===== src/pcg_defines.svh =====
// constants of the port latch, pin mode and crossbar register block
`ifndef PCG_DEFINES_SVH
`define PCG_DEFINES_SVH

// ----------------------------------------------------------------
// register addresses
// ----------------------------------------------------------------
`define PCG_ADDR_PORT0          8'h80
`define PCG_ADDR_PORT1          8'h90
`define PCG_ADDR_PORT2          8'hA0
`define PCG_ADDR_PORT3          8'hB0
`define PCG_ADDR_PORT4          8'hC7
`define PCG_ADDR_P3_OUT_MODE    8'hA7
`define PCG_ADDR_P3_IN_MODE     8'hF4
`define PCG_ADDR_P3_SKIP        8'hDF
`define PCG_ADDR_XBAR_TWO       8'hE3

// ----------------------------------------------------------------
// reset values
// ----------------------------------------------------------------
`define PCG_RST_LATCH           8'hFF
`define PCG_RST_P3_OUT_MODE     8'h00
`define PCG_RST_P3_IN_MODE      8'hFF
`define PCG_RST_P3_SKIP         8'h00
`define PCG_RST_XBAR_TWO        2'h0
`define PCG_RST_READ_DATA       8'h00

// ----------------------------------------------------------------
// field positions and sizes
// ----------------------------------------------------------------
`define PCG_XBAR_UART_BIT       0
`define PCG_XBAR_SMB_BIT        1
`define PCG_XBAR_USED_BITS      2
`define PCG_XBAR_PAD            6'h00
`define PCG_BYTE_W              8
`define PCG_BIT_PORTS           4
`define PCG_PORT3_IDX           3
`define PCG_UNMAPPED_READ       8'h00

`endif


===== src/pcg_pkg.sv =====
// shared types of the port latch, pin mode and crossbar block
package pcg_pkg;

  // peripheral signals the crossbar can place on a port 3 pin
  typedef enum logic [2:0] {
    PCG_SIG_NONE,
    PCG_SIG_TX,
    PCG_SIG_RX,
    PCG_SIG_SDA,
    PCG_SIG_SCL
  } pcg_sig_t;

  typedef logic [7:0] pcg_byte_t;

endpackage : pcg_pkg


===== src/pcg_crossbar.sv =====
// priority crossbar decoder that places routed signals on port 3 pins
`timescale 1ns/1ps
`default_nettype none

module pcg_crossbar (
  // configuration
  input  wire logic            i_uart_en,
  input  wire logic            i_smb_en,
  input  wire pcg_pkg::pcg_byte_t i_skip,
  // one-hot pin selections
  output logic [7:0]           o_sel_tx,
  output logic [7:0]           o_sel_rx,
  output logic [7:0]           o_sel_sda,
  output logic [7:0]           o_sel_scl
);
  import pcg_pkg::*;

  pcg_sig_t   queue [4];
  logic [2:0] need;
  logic [2:0] used;

  always_comb begin
    queue[0] = PCG_SIG_NONE;
    queue[1] = PCG_SIG_NONE;
    queue[2] = PCG_SIG_NONE;
    queue[3] = PCG_SIG_NONE;
    need     = 3'h0;
    used     = 3'h0;
    o_sel_tx  = 8'h00;
    o_sel_rx  = 8'h00;
    o_sel_sda = 8'h00;
    o_sel_scl = 8'h00;
    // uart ranks above smbus in the assignment order
    if (i_uart_en) begin
      queue[0] = PCG_SIG_TX;
      queue[1] = PCG_SIG_RX;
      need     = 3'h2;
    end
    if (i_smb_en) begin
      queue[need[1:0]]        = PCG_SIG_SDA;
      queue[need[1:0] + 2'h1] = PCG_SIG_SCL;
      need                    = need + 3'h2;
    end
    for (int i = 0; i < 8; i++) begin
      if (!i_skip[i] && (used < need)) begin
        unique case (queue[used[1:0]])
          PCG_SIG_TX:  o_sel_tx[i]  = 1'b1;
          PCG_SIG_RX:  o_sel_rx[i]  = 1'b1;
          PCG_SIG_SDA: o_sel_sda[i] = 1'b1;
          PCG_SIG_SCL: o_sel_scl[i] = 1'b1;
          PCG_SIG_NONE: ;
        endcase
        used = used + 3'h1;
      end
    end
  end

endmodule : pcg_crossbar

`default_nettype wire


===== src/pcg_top.sv =====
// port latches, pin readback, port 3 pin modes and crossbar routing
//
// Contract
// - a port write is latched and keeps driving the pins until rewritten.
// - an ordinary port read returns the synchronised pin levels.
// - read-modify-write reads return the output latch instead of the pins.
// - ports 3..0 take byte and bit writes; port 4 takes bytes only.
// - port 3 output mode bit selects open-drain (0) or push-pull (1).
// - an analog port 3 pin (input mode 0) ignores its output mode bit.
// - a set port 3 skip bit makes the crossbar pass over that pin.
// - crossbar bit 1 routes the second smbus to pins, else none.
// - crossbar bit 0 routes second uart transmit and receive to pins.
// - reset loads all port latches with ones, outputs open-drain.
// - weak pull-ups stay enabled during and after reset.
// - unassigned digital pins act as plain I/O from their latch.
`timescale 1ns/1ps
`default_nettype none
`include "pcg_defines.svh"

module pcg_top #(
  parameter int NUM_PORTS = 5
) (
  // clock and reset
  input  wire logic                 i_clk,
  input  wire logic                 i_rst_n,
  // special function register access
  input  wire logic [7:0]           i_sfr_addr,
  input  wire logic                 i_sfr_wr,
  input  wire pcg_pkg::pcg_byte_t   i_sfr_wdata,
  input  wire logic                 i_sfr_bit_wr,
  input  wire logic [2:0]           i_sfr_bit_sel,
  input  wire logic                 i_sfr_bit_val,
  input  wire logic                 i_sfr_rd,
  input  wire logic                 i_sfr_rmw,
  output pcg_pkg::pcg_byte_t        o_sfr_rdata,
  // package pins, port n in bits 8n+7..8n
  input  wire logic [8*NUM_PORTS-1:0] i_pin_in,
  output logic [8*NUM_PORTS-1:0]    o_pin_out,
  output logic [8*NUM_PORTS-1:0]    o_pin_oe,
  output logic [8*NUM_PORTS-1:0]    o_pin_pullup_en,
  output logic [7:0]                o_p3_analog,
  // second uart
  input  wire logic                 i_uart_tx,
  output logic                      o_uart_rx,
  // second smbus, a 1 releases the line
  input  wire logic                 i_smb_sda_out,
  input  wire logic                 i_smb_scl_out,
  output logic                      o_smb_sda_in,
  output logic                      o_smb_scl_in
);
  import pcg_pkg::*;

  localparam int BW = `PCG_BYTE_W;
  localparam int PW = BW * NUM_PORTS;

  // only ports 0..4 have addresses, and port 3 is always needed
  if (NUM_PORTS < 4 || NUM_PORTS > 5) begin : g_bad_ports
    $error("pcg_top: NUM_PORTS must be 4 or 5");
  end

  // ----------------------------------------------------------------
  // reset release and pin synchronisers
  // ----------------------------------------------------------------
  logic          rst_meta_reg;
  logic          rst_sync_reg;
  logic          rst_n;
  logic [PW-1:0] pin_meta_reg;
  logic [PW-1:0] pin_sync_reg;

  always_ff @(posedge i_clk or negedge i_rst_n) begin
    if (!i_rst_n) begin
      rst_meta_reg <= 1'b0;
      rst_sync_reg <= 1'b0;
    end else begin
      rst_meta_reg <= 1'b1;
      rst_sync_reg <= rst_meta_reg;
    end
  end
  assign rst_n = rst_sync_reg;

  // pins change outside the clock, so nothing reads the first stage
  always_ff @(posedge i_clk or negedge rst_n) begin
    if (!rst_n) begin
      pin_meta_reg <= '1;
      pin_sync_reg <= '1;
    end else begin
      pin_meta_reg <= i_pin_in;
      pin_sync_reg <= pin_meta_reg;
    end
  end

  // ----------------------------------------------------------------
  // address decode
  // ----------------------------------------------------------------
  logic [7:0] port_addr [5];
  logic [4:0] hit_port;
  logic       hit_out_mode;
  logic       hit_in_mode;
  logic       hit_skip;
  logic       hit_xbar;

  assign port_addr[0]  = `PCG_ADDR_PORT0;
  assign port_addr[1]  = `PCG_ADDR_PORT1;
  assign port_addr[2]  = `PCG_ADDR_PORT2;
  assign port_addr[3]  = `PCG_ADDR_PORT3;
  assign port_addr[4]  = `PCG_ADDR_PORT4;
  assign hit_out_mode  = (i_sfr_addr == `PCG_ADDR_P3_OUT_MODE);
  assign hit_in_mode   = (i_sfr_addr == `PCG_ADDR_P3_IN_MODE);
  assign hit_skip      = (i_sfr_addr == `PCG_ADDR_P3_SKIP);
  assign hit_xbar      = (i_sfr_addr == `PCG_ADDR_XBAR_TWO);

  // ----------------------------------------------------------------
  // port output latches
  // ----------------------------------------------------------------
  logic [PW-1:0] latch_reg;
  logic [PW-1:0] latch_next;

  for (genvar p = 0; p < 5; p++) begin : g_decode
    if (p < NUM_PORTS) begin : g_live
      assign hit_port[p] = (i_sfr_addr == port_addr[p]);
    end else begin : g_none
      assign hit_port[p] = 1'b0;
    end
  end

  for (genvar p = 0; p < NUM_PORTS; p++) begin : g_latch
    logic        byte_we;
    logic        bit_we;
    logic [BW-1:0] bit_mask;
    logic [BW-1:0] bit_data;
    assign byte_we  = i_sfr_wr && hit_port[p];
    // bit writes reach only the bit-addressable ports
    assign bit_we   = i_sfr_bit_wr && hit_port[p]
                      && (p < `PCG_BIT_PORTS);
    assign bit_mask = BW'(1) << i_sfr_bit_sel;
    assign bit_data = i_sfr_bit_val ? (latch_reg[p*BW +: BW] | bit_mask)
                                    : (latch_reg[p*BW +: BW] & ~bit_mask);
    assign latch_next[p*BW +: BW] =
      byte_we ? i_sfr_wdata :
      bit_we  ? bit_data    :
                latch_reg[p*BW +: BW];
  end

  always_ff @(posedge i_clk or negedge rst_n) begin
    if (!rst_n) begin
      latch_reg <= {NUM_PORTS{`PCG_RST_LATCH}};
    end else begin
      latch_reg <= latch_next;
    end
  end

  // ----------------------------------------------------------------
  // port 3 mode, skip and crossbar registers
  // ----------------------------------------------------------------
  pcg_byte_t                     out_mode_reg;
  pcg_byte_t                     in_mode_reg;
  pcg_byte_t                     skip_reg;
  logic [`PCG_XBAR_USED_BITS-1:0] xbar_reg;

  // reserved crossbar bits are not stored and read back as zero
  always_ff @(posedge i_clk or negedge rst_n) begin
    if (!rst_n) begin
      out_mode_reg <= `PCG_RST_P3_OUT_MODE;
      in_mode_reg  <= `PCG_RST_P3_IN_MODE;
      skip_reg     <= `PCG_RST_P3_SKIP;
      xbar_reg     <= `PCG_RST_XBAR_TWO;
    end else if (i_sfr_wr) begin
      if (hit_out_mode) out_mode_reg <= i_sfr_wdata;
      if (hit_in_mode)  in_mode_reg  <= i_sfr_wdata;
      if (hit_skip)     skip_reg     <= i_sfr_wdata;
      if (hit_xbar)     xbar_reg     <= i_sfr_wdata[`PCG_XBAR_USED_BITS-1:0];
    end
  end

  // ----------------------------------------------------------------
  // read path
  // ----------------------------------------------------------------
  logic [PW-1:0] port_view;
  pcg_byte_t     rd_mux;
  pcg_byte_t     rdata_reg;

  // the latch for read-modify-write, the pins otherwise
  assign port_view = i_sfr_rmw ? latch_reg : pin_sync_reg;

  always_comb begin
    rd_mux = `PCG_UNMAPPED_READ;
    for (int p = 0; p < NUM_PORTS; p++) begin
      if (hit_port[p]) rd_mux = port_view[p*BW +: BW];
    end
    if (hit_out_mode) rd_mux = out_mode_reg;
    if (hit_in_mode)  rd_mux = in_mode_reg;
    if (hit_skip)     rd_mux = skip_reg;
    if (hit_xbar)     rd_mux = {`PCG_XBAR_PAD, xbar_reg};
  end

  always_ff @(posedge i_clk or negedge rst_n) begin
    if (!rst_n) begin
      rdata_reg <= `PCG_RST_READ_DATA;
    end else if (i_sfr_rd) begin
      rdata_reg <= rd_mux;
    end
  end
  assign o_sfr_rdata = rdata_reg;

  // ----------------------------------------------------------------
  // crossbar assignment on port 3
  // ----------------------------------------------------------------
  logic [7:0] sel_tx;
  logic [7:0] sel_rx;
  logic [7:0] sel_sda;
  logic [7:0] sel_scl;

  pcg_crossbar u_crossbar (
    .i_uart_en (xbar_reg[`PCG_XBAR_UART_BIT]),
    .i_smb_en  (xbar_reg[`PCG_XBAR_SMB_BIT]),
    .i_skip    (skip_reg),
    .o_sel_tx  (sel_tx),
    .o_sel_rx  (sel_rx),
    .o_sel_sda (sel_sda),
    .o_sel_scl (sel_scl)
  );

  // ----------------------------------------------------------------
  // pin drivers
  // ----------------------------------------------------------------
  logic [PW-1:0] drv_val;
  logic [PW-1:0] drv_oe;
  logic [7:0]    p3_latch;
  logic [7:0]    p3_pins;
  logic [7:0]    p3_val;
  logic [7:0]    p3_oe;
  logic [7:0]    p3_od;

  assign p3_latch = latch_reg[`PCG_PORT3_IDX*BW +: BW];
  assign p3_pins  = pin_sync_reg[`PCG_PORT3_IDX*BW +: BW];

  // peripheral data replaces the latch, which is left untouched
  assign p3_val = (sel_tx  & {8{i_uart_tx}})
                | (sel_sda & {8{i_smb_sda_out}})
                | (sel_scl & {8{i_smb_scl_out}})
                | sel_rx
                | (~(sel_tx | sel_sda | sel_scl | sel_rx) & p3_latch);
  // smbus lines are always open-drain; receive pins never drive
  assign p3_od  = ~out_mode_reg | sel_sda | sel_scl;
  assign p3_oe  = in_mode_reg & ~sel_rx
                & (~p3_od | ~p3_val);

  for (genvar p = 0; p < NUM_PORTS; p++) begin : g_drive
    if (p == `PCG_PORT3_IDX) begin : g_p3
      assign drv_val[p*BW +: BW] = p3_val;
      assign drv_oe[p*BW +: BW]  = p3_oe;
    end else begin : g_od
      // other ports stay open-drain: only a zero is driven
      assign drv_val[p*BW +: BW] = latch_reg[p*BW +: BW];
      assign drv_oe[p*BW +: BW]  = ~latch_reg[p*BW +: BW];
    end
  end

  // ----------------------------------------------------------------
  // pin and peripheral output flops
  // ----------------------------------------------------------------
  logic        rx_next;
  logic        sda_next;
  logic        scl_next;
  logic [PW-1:0] pullup_reg;

  // an unrouted input sees an idle high line
  assign rx_next  = ~|sel_rx  | |(sel_rx  & p3_pins);
  assign sda_next = ~|sel_sda | |(sel_sda & p3_pins);
  assign scl_next = ~|sel_scl | |(sel_scl & p3_pins);

  always_ff @(posedge i_clk or negedge rst_n) begin
    if (!rst_n) begin
      o_pin_out    <= {NUM_PORTS{`PCG_RST_LATCH}};
      o_pin_oe     <= '0;
      o_uart_rx    <= 1'b1;
      o_smb_sda_in <= 1'b1;
      o_smb_scl_in <= 1'b1;
    end else begin
      o_pin_out    <= drv_val;
      o_pin_oe     <= drv_oe;
      o_uart_rx    <= rx_next;
      o_smb_sda_in <= sda_next;
      o_smb_scl_in <= scl_next;
    end
  end

  // pull-ups never switch off, so the reset value is the run value
  always_ff @(posedge i_clk or negedge rst_n) begin
    if (!rst_n) begin
      pullup_reg <= '1;
    end else begin
      pullup_reg <= '1;
    end
  end
  assign o_pin_pullup_en = pullup_reg | {PW{~rst_n}};
  assign o_p3_analog     = ~in_mode_reg;

endmodule : pcg_top

`default_nettype wire


===== config.mk =====
export PLATFORM = sky130hd
export DESIGN_NAME = pcg_top
export DESIGN_NICKNAME = d
export VERILOG_FILES = /design/src/pcg_pkg.sv /design/src/pcg_crossbar.sv /design/src/pcg_top.sv
export VERILOG_INCLUDE_DIRS = /design/src
export SDC_FILE = /design/constraint.sdc
export NUM_CORES = 1
export LEC_CHECK = 0
export BUFFER_PORTS_ARGS = -buffer_cell sky130_fd_sc_hd__buf_2
export CAP_MARGIN = 20
export CELL_PAD_IN_SITES_DETAIL_PLACEMENT = 0
export CELL_PAD_IN_SITES_GLOBAL_PLACEMENT = 1
export CORE_MARGIN = 4
export CORE_UTILIZATION = 23
export CTS_CLUSTER_SIZE = 25
export DETAILED_ROUTE_END_ITERATION = 6
export GPL_ROUTABILITY_DRIVEN = 0
export PLACE_DENSITY_LB_ADDON = 0.1
export SLEW_MARGIN = 25
export SYNTH_ARGS = -nofsm -noshare
export SYNTH_HDL_FRONTEND = slang
export SYNTH_SLANG_ARGS = --single-unit

===== constraint.sdc =====
create_clock -name i_clk -period 6.9 [get_ports i_clk]
set_input_delay 0.69 -clock i_clk [delete_from_list [all_inputs] [get_ports i_clk]]
set_output_delay 0.69 -clock i_clk [all_outputs]
set_load 0.02 [all_outputs]

# After elaboration in Yosys (flattened, before gate mapping)
# Cells that the tools add are included.
classes:
  add_sub_neg: 8
  magnitude_cmp: 19
  n_eq_ne: 41
  shift: 1
  mux: 122
  n_bitwise: 56
  n_reduce_logical: 44
ops:
  columns: ["op", "count"]
  rows:
  - ["8-bit two-way mux", 21]
  - ["8-bit bitwise AND", 14]
  - ["8-bit bitwise OR", 14]
  - ["8-bit inverter", 12]
  - ["8-bit == test (second input constant)", 9]
  - ["3-bit two-way mux", 23]
  - ["1-bit two-way mux", 65]
  - ["3-bit by 2-bit == test with 1-bit output (second input constant)", 16]
  - ["8-bit OR reduction", 6]
  - ["3-bit binary-select mux with 2-bit select", 7]
  - ["40-bit two-way mux", 1]
  - ["3-bit greater-or-equal comparator (second input constant)", 9]
  - ["3-bit by 1-bit == test with 1-bit output (second input constant)", 8]
  - ["3-bit == test (second input constant)", 8]
  - ["2-bit inverter with 3-bit output", 8]
  - ["1-bit logical AND", 19]
  - ["3-bit < comparator", 6]
  - ["3-bit by 1-bit adder with 3-bit output (second input constant)", 5]
  - ["3-bit demux with 2-bit select", 2]
  - ["12-bit two-way mux", 1]
  - ["1-bit zero test", 11]
  - ["7-bit by 8-bit bitwise OR with 8-bit output", 1]
  - ["2-bit AND reduction", 4]
  - ["2-bit nonzero test", 4]
  - ["14 further kinds", 17]
word_totals:
  reg_bits: 239
  inputBits: 69
  wordCells: 310

# Longest topological paths before layout
logic_depth:
  depth_word: 40
  depth_mapped: 36
  mapped_depth_nobuf: 35

# Cells and area by module
# Synthesis repeated with hierarchy kept, for this count alone.
unflattened:
  hier_cells: 933
  hier_area_um2: 11004.3
modules_own_cells:
  columns: ["mod", "n_inst", "cells_per_inst", "area_per_inst_um2", "seq_area_each_um2"]
  rows:
  - ["pcg_top", 1, 748, 9793.1, 6194.7]
  - ["pcg_crossbar", 1, 185, 1211.2, 0.0]

# Worst setup path after synthesis
# OpenSTA, ideal clock, no wires.
synth_path:
  path_kind: "register to register"
  from: "register xbar_reg[0]"
  to: "register o_smb_scl_in"
  setup_ns: 0.064
  arrival_ns: 7.241
  t_required_ns: 6.836
  setup_slack_ns: -0.405
  stages_incl_launch_ff: 35
  path_buffers: 2
  period_less_slack_ns: 7.305
  path_cell_list: "dfrtp_1 -> inv_1 -> ha_1 -> clkbuf_1 -> nor2_1 -> inv_1 -> ha_1 -> clkbuf_1 -> xor2_2 -> inv_1 -> ha_1 -> nand2_1 -> xor2_1 -> ha_1 -> a21boi_0 -> nand2_1 -> a21oi_1 -> xor2_1 -> ha_1 -> nor2_1 -> nand3_1 -> o21ai_4 -> nand2_1 -> xnor2_1 -> ha_1 -> or3_1 -> o21ai_2 -> nand2_1 -> xnor2_1 -> ha_1 -> nor3_1 -> o41ai_2 -> nor3b_2 -> or4_1 -> nand3_1"
synth_between:
  elab_chain_cells: 34
synth_rtl:
  columns: ["item", "line", "text"]
  rows:
  - ["start: declaration", "pcg_top.sv:158", "logic [`PCG_XBAR_USED_BITS-1:0] xbar_reg;"]
  - ["start signal: assignment", "pcg_top.sv:166", "xbar_reg <= `PCG_RST_XBAR_TWO;"]
  - ["start signal: assignment", "pcg_top.sv:171", "if (hit_xbar) xbar_reg <= i_sfr_wdata[`PCG_XBAR_USED_BITS-1:0];"]
  - ["2-bit two-way mux", "pcg_crossbar.sv:34", "if (i_uart_en) begin"]
  - ["2-bit by 2-bit adder with 3-bit output", "pcg_crossbar.sv:42", "need = need + 3'h2;"]
  - ["3-bit two-way mux", "pcg_crossbar.sv:39", "if (i_smb_en) begin"]
  - ["1-bit by 3-bit < comparator with 1-bit output", "pcg_crossbar.sv:45", "if (!i_skip[i] && (used < need)) begin"]
  - ["1-bit logical AND", "pcg_crossbar.sv:45", null]
  - ["1-bit two-way mux", "pcg_crossbar.sv:45", null]
  - ["1-bit by 3-bit < comparator with 1-bit output", "pcg_crossbar.sv:45", null]
  - ["1-bit logical AND", "pcg_crossbar.sv:45", null]
  - ["[18 not listed]", null, null]
  - ["3-bit two-way mux (not written as such) (2 in a row)", "pcg_crossbar.sv:46", "unique case (queue[used[1:0]])"]
  - ["3-bit == test", "pcg_crossbar.sv:46", null]
  - ["1-bit two-way mux", "pcg_crossbar.sv:46", null]
  - ["1-bit two-way mux", "pcg_crossbar.sv:45", null]
  - ["8-bit bitwise AND or 8-bit OR reduction (tied branches)", "pcg_top.sv:270", "assign scl_next = ~|sel_scl | |(sel_scl & p3_pins);"]
  - ["8-bit OR reduction or 1-bit zero test (tied branches)", "pcg_top.sv:270", null]
  - ["1-bit bitwise OR *", "pcg_top.sv:270", null]
  - ["via scl_next", "pcg_top.sv:264", "logic scl_next;"]
  - ["end signal: assignment", "pcg_top.sv:284", "o_smb_scl_in <= scl_next;"]
  - ["end: declaration", "pcg_top.sv:49", "output logic o_smb_scl_in"]
# The timed path passes the listed nets; every way through them passes the cells marked *. The select of a mux whose other input is x is not followed.
# A chain may end at the register's enable or synchronous reset.

# Worst setup path after layout
# Same ends and word-level chain as after synthesis.

==> results by group <==
Status
  • Status: finished clean

Route
  • Routed WL: between 30 and 40 mm
  • Routed Antenna Nets: 0
  • Detailed Route Iter0 Violations: between 200 and 300
  • DR vias/cell: about 4.3
  • DRT Pass-1 Iters: 5
  • Met2 wire len: approximately 18 mm
  • Routed vias: 7442
  • WL/cell: around 20 µm
  • # DRC: 0
  • WL met3: 1.385 mm
  • WL met1: 15.27 mm
  • DR top layer: met5

Clock tree
  • Clock Sinks: 239
  • CTS Root Cell: clkbuf_16
  • Longest Clk Path Bufs: 3
  • Clock tree from TritonCTS: built
  • Clock Latency Late Sink: 590 ps
  • Worst-path clk slew: approximately 60 ps
  • H-tree levels: 1
  • CTS buffer count: 31

Placed design
  • Port Buffers: around 170
  • Dpl ws: 332.7 ps
  • Hpwl dp: ~26 mm

Synthesis
  • Yosys cell types: 74
  • Average cell area after synthesis: 11.53 µm²
  • Synth Instances: between 900 and 1000
  • Top post-synthesis cells by area: dfstp_2 42%, dfrtp_1 16%, mux2i_1 6.5%
  • Yosys reg bits: 239
  • Most used DFF post-synth: dfstp_2
  • Post-synth EDFFs: 0
  • Yosys top cell area share: between 40% and 50%
  • Yosys warnings: 0
  • Sequential area share after synthesis: approximately 58%
  • Post-Syn Area: 10700 µm²
  • Post-synthesis async set-or-reset flop share: 100.0%
  • Yosys top cell by area: dfstp_2

STA
  • Slew HR: approximately a third
  • Fin Setup TNS: 0 ps
  • Setup repair after global routing missed its margin: no
  • Fin crit period: ~6400 ps
  • # setup viols final: 0
  • Pins Over Slew Limit: 0
  • Clock Skews: ~14 ps
  • Setup ws final: roughly 510 ps
  • Final Cycle Share: approximately 93%
  • Slew of the pin with the lowest slew margin: just over 1000 ps
  • Max frequency: about 0.16 GHz
  • Final count of hold timing violations: 0

Global routing
  • Antenna violations before repair: 4
  • Grt ovf: 0
  • First-pass GRT wire length: ~53 mm
  • Vias in the first global route: between 7000 and 8000
  • Tot GR Track Use: approximately 14%
  • Largest net degree at the start of global routing: 78

Power and ir drop
  • P_leak: 5.851 nW
  • Sw Share: a little over a third
  • Switch Pwr: between 1.5 and 2 mW
  • Internal Power: 3.549 mW
  • Pwr dens: 411.8 nW/µm²
  • Clk network pwr share: approximately 31%
  • Combinational group share of total power: just under 40%
  • Peak supply drop: between 0.2 and 0.25 mV
  • Seq pwr share: between 20 and 30%

Worst hold path
  • WHS Path Cells: 1
  • Worst hold path class: in -> reg

Floorplanning
  • Die X: roughly 220 µm
  • Core region area: 45670 µm²
  • Die H: 223.7 µm
  • Boundary Pins: 208
  • Row count: 78
  • Die ar.: 50050 µm²
  • Starting Density: 23.43%

Critical path
  • Critical path launch point type: register
  • WP data arrival: roughly 6900 ps
  • CP required: 7420 ps
  • Critical path endpoint category: register
  • Crit-path max FO: 6
  • Most frequent CP cell: ha_1
  • Critical path class: reg -> reg
  • Cell at the slowest stage of the critical path: or4_1
  • Slowest stage delay, CP: 470 ps
  • Cells on worst reg2reg path: 33

Finish
  • Number of nets in the layout: around 1200
  • Layout cells sized above 1: 43.08%
  • Ant. Diodes: 0
  • Area delta synth->final: 25.17%
  • Fillers: approximately 4800

Job
  • Max cap viols: 0
cell usage after synthesis (13+ instances only):
cell and instances:
dfrtp_1 68, nand2_1 44, clkbuf_1 22, nor3_1 13
o22ai_1 15, a21oi_1 65, dfstp_2 171, buf_4 40
nor2_1 117, ha_1 13, mux2_2 35, o21ai_0 18
nand3_1 14, mux2i_1 70, inv_1 68
layer usage:
metal  GRT usage, %  vias up
li1               -     3539
met5              0        -
met2          24.46      151
met1          17.68     3691
met4          3.062        8
met3          2.817       53
power groups by stage:
stage	registers (mW)	clock network, mW	logic (mW)
floorplan	1.74	0	1.46
global placement	1.67	0	2.05
detailed placement	1.67	0	2.03
CTS	1.65	1.78	2.04
global route	1.66	1.84	2.40
finish	1.65	1.71	2.16
placed cells by master (no fill, tap or decap), drive strengths merged, types with 4 or more instances in the layout:
master	n
inv	72
and3	4
o221ai	4
o211ai	5
nor2	118
a22o	5
xnor2	6
a21oi	66
nand3	14
nor3	13
bufinv	5
nor2b	11
o21ai	22
mux2	36
conb	41
buf	194
ha	13
clkbuf	36
nor3b	4
mux4	8
dfstp	171
clkinv	11
a211oi	5
mux2i	70
nand3b	5
dfrtp	68
nand2	44
a221oi	7
a31oi	10
or3	10
o22ai	16
timing repair:
| item | 4_1_cts | 5_1_grt |
|---|---|---|
| resized for setup | 0 | 14 |
| setup endpoints to repair | 0 | 4 |
| buffers inserted | 0 | 1 |
| hold endpoints to repair | 2 | 0 |
| hold buffers | 1 | 0 |
cell families after synthesis:
| logic type | synth area share (%) |
|---|---|
| and+or+nand+nor | 10.35 |
| DFF | 57.88 |
| AOI/OAI and AO/OA | 10.39 |
| buffers and inverters | 6.547 |
| muxes | 12.05 |
| adders and majority gates | 1.520 |
| xor gates and xnor gates | 1.228 |
| other | 0.03504 |
final timing paths:
check                                        start  slack [ps]                         end
setup / recovery           xbar_reg[0]$_DFFE_PN0P_         510      o_smb_scl_in$_DFF_PN1_
hold / removal                        i_pin_in[34]         200  pin_meta_reg[34]$_DFF_PN1_
setup reg to reg           xbar_reg[0]$_DFFE_PN0P_         510      o_smb_scl_in$_DFF_PN1_
hold reg to reg                    rst_n$_DFF_PN0_         270       o_pin_oe[2]$_DFF_PN0_
max in group asynchronous          rst_n$_DFF_PN0_        5510  o_sfr_rdata[7]$_DFFE_PN0P_
min in group asynchronous          rst_n$_DFF_PN0_         270       o_pin_oe[2]$_DFF_PN0_
through the flow:
step | cells | util (%) | hold WS (ps) | cell area (µm²) | total power, mW
CTS | 1748 | 29.19 | 159.0 | 13330 | 5.476
finish | 1749 | 29.33 | 198.9 | 13400 | 5.516
global route | 1749 | 29.33 | 161.7 | 13400 | 5.904
global placement | 1689 | 26.77 | 277.2 | 12230 | 3.722
floorplan | 968 | - | 331.2 | 10880 | 3.205
detailed placement | 1689 | 26.77 | 274.8 | 12230 | 3.703
cell type report:
cell class	instances	area [µm²]	share of cell area [%]
clock buffers	36	824.5	6.155
clock inverters	22	272.8	2.036
inverters	69	261.5	1.952
multi-input cells	588	4033	30.10
flip-flops and latches	239	6198	46.27
well taps	600	750.7	5.604
repair buffers	195	1056	7.883
worst max-delay path: cells and delay by family, from the launching register on:
| kind | cells | cell delay (ps) |
|---|---|---|
| compound gates | 6 | 1140 |
| xor+xnor | 5 | 860 |
| fa+ha+maj | 7 | 1770 |
| buf+inv | 5 | 600 |
| flops | 1 | 380 |
| simple gates | 10 | 1600 |
(Power assumes the default switching activity.)
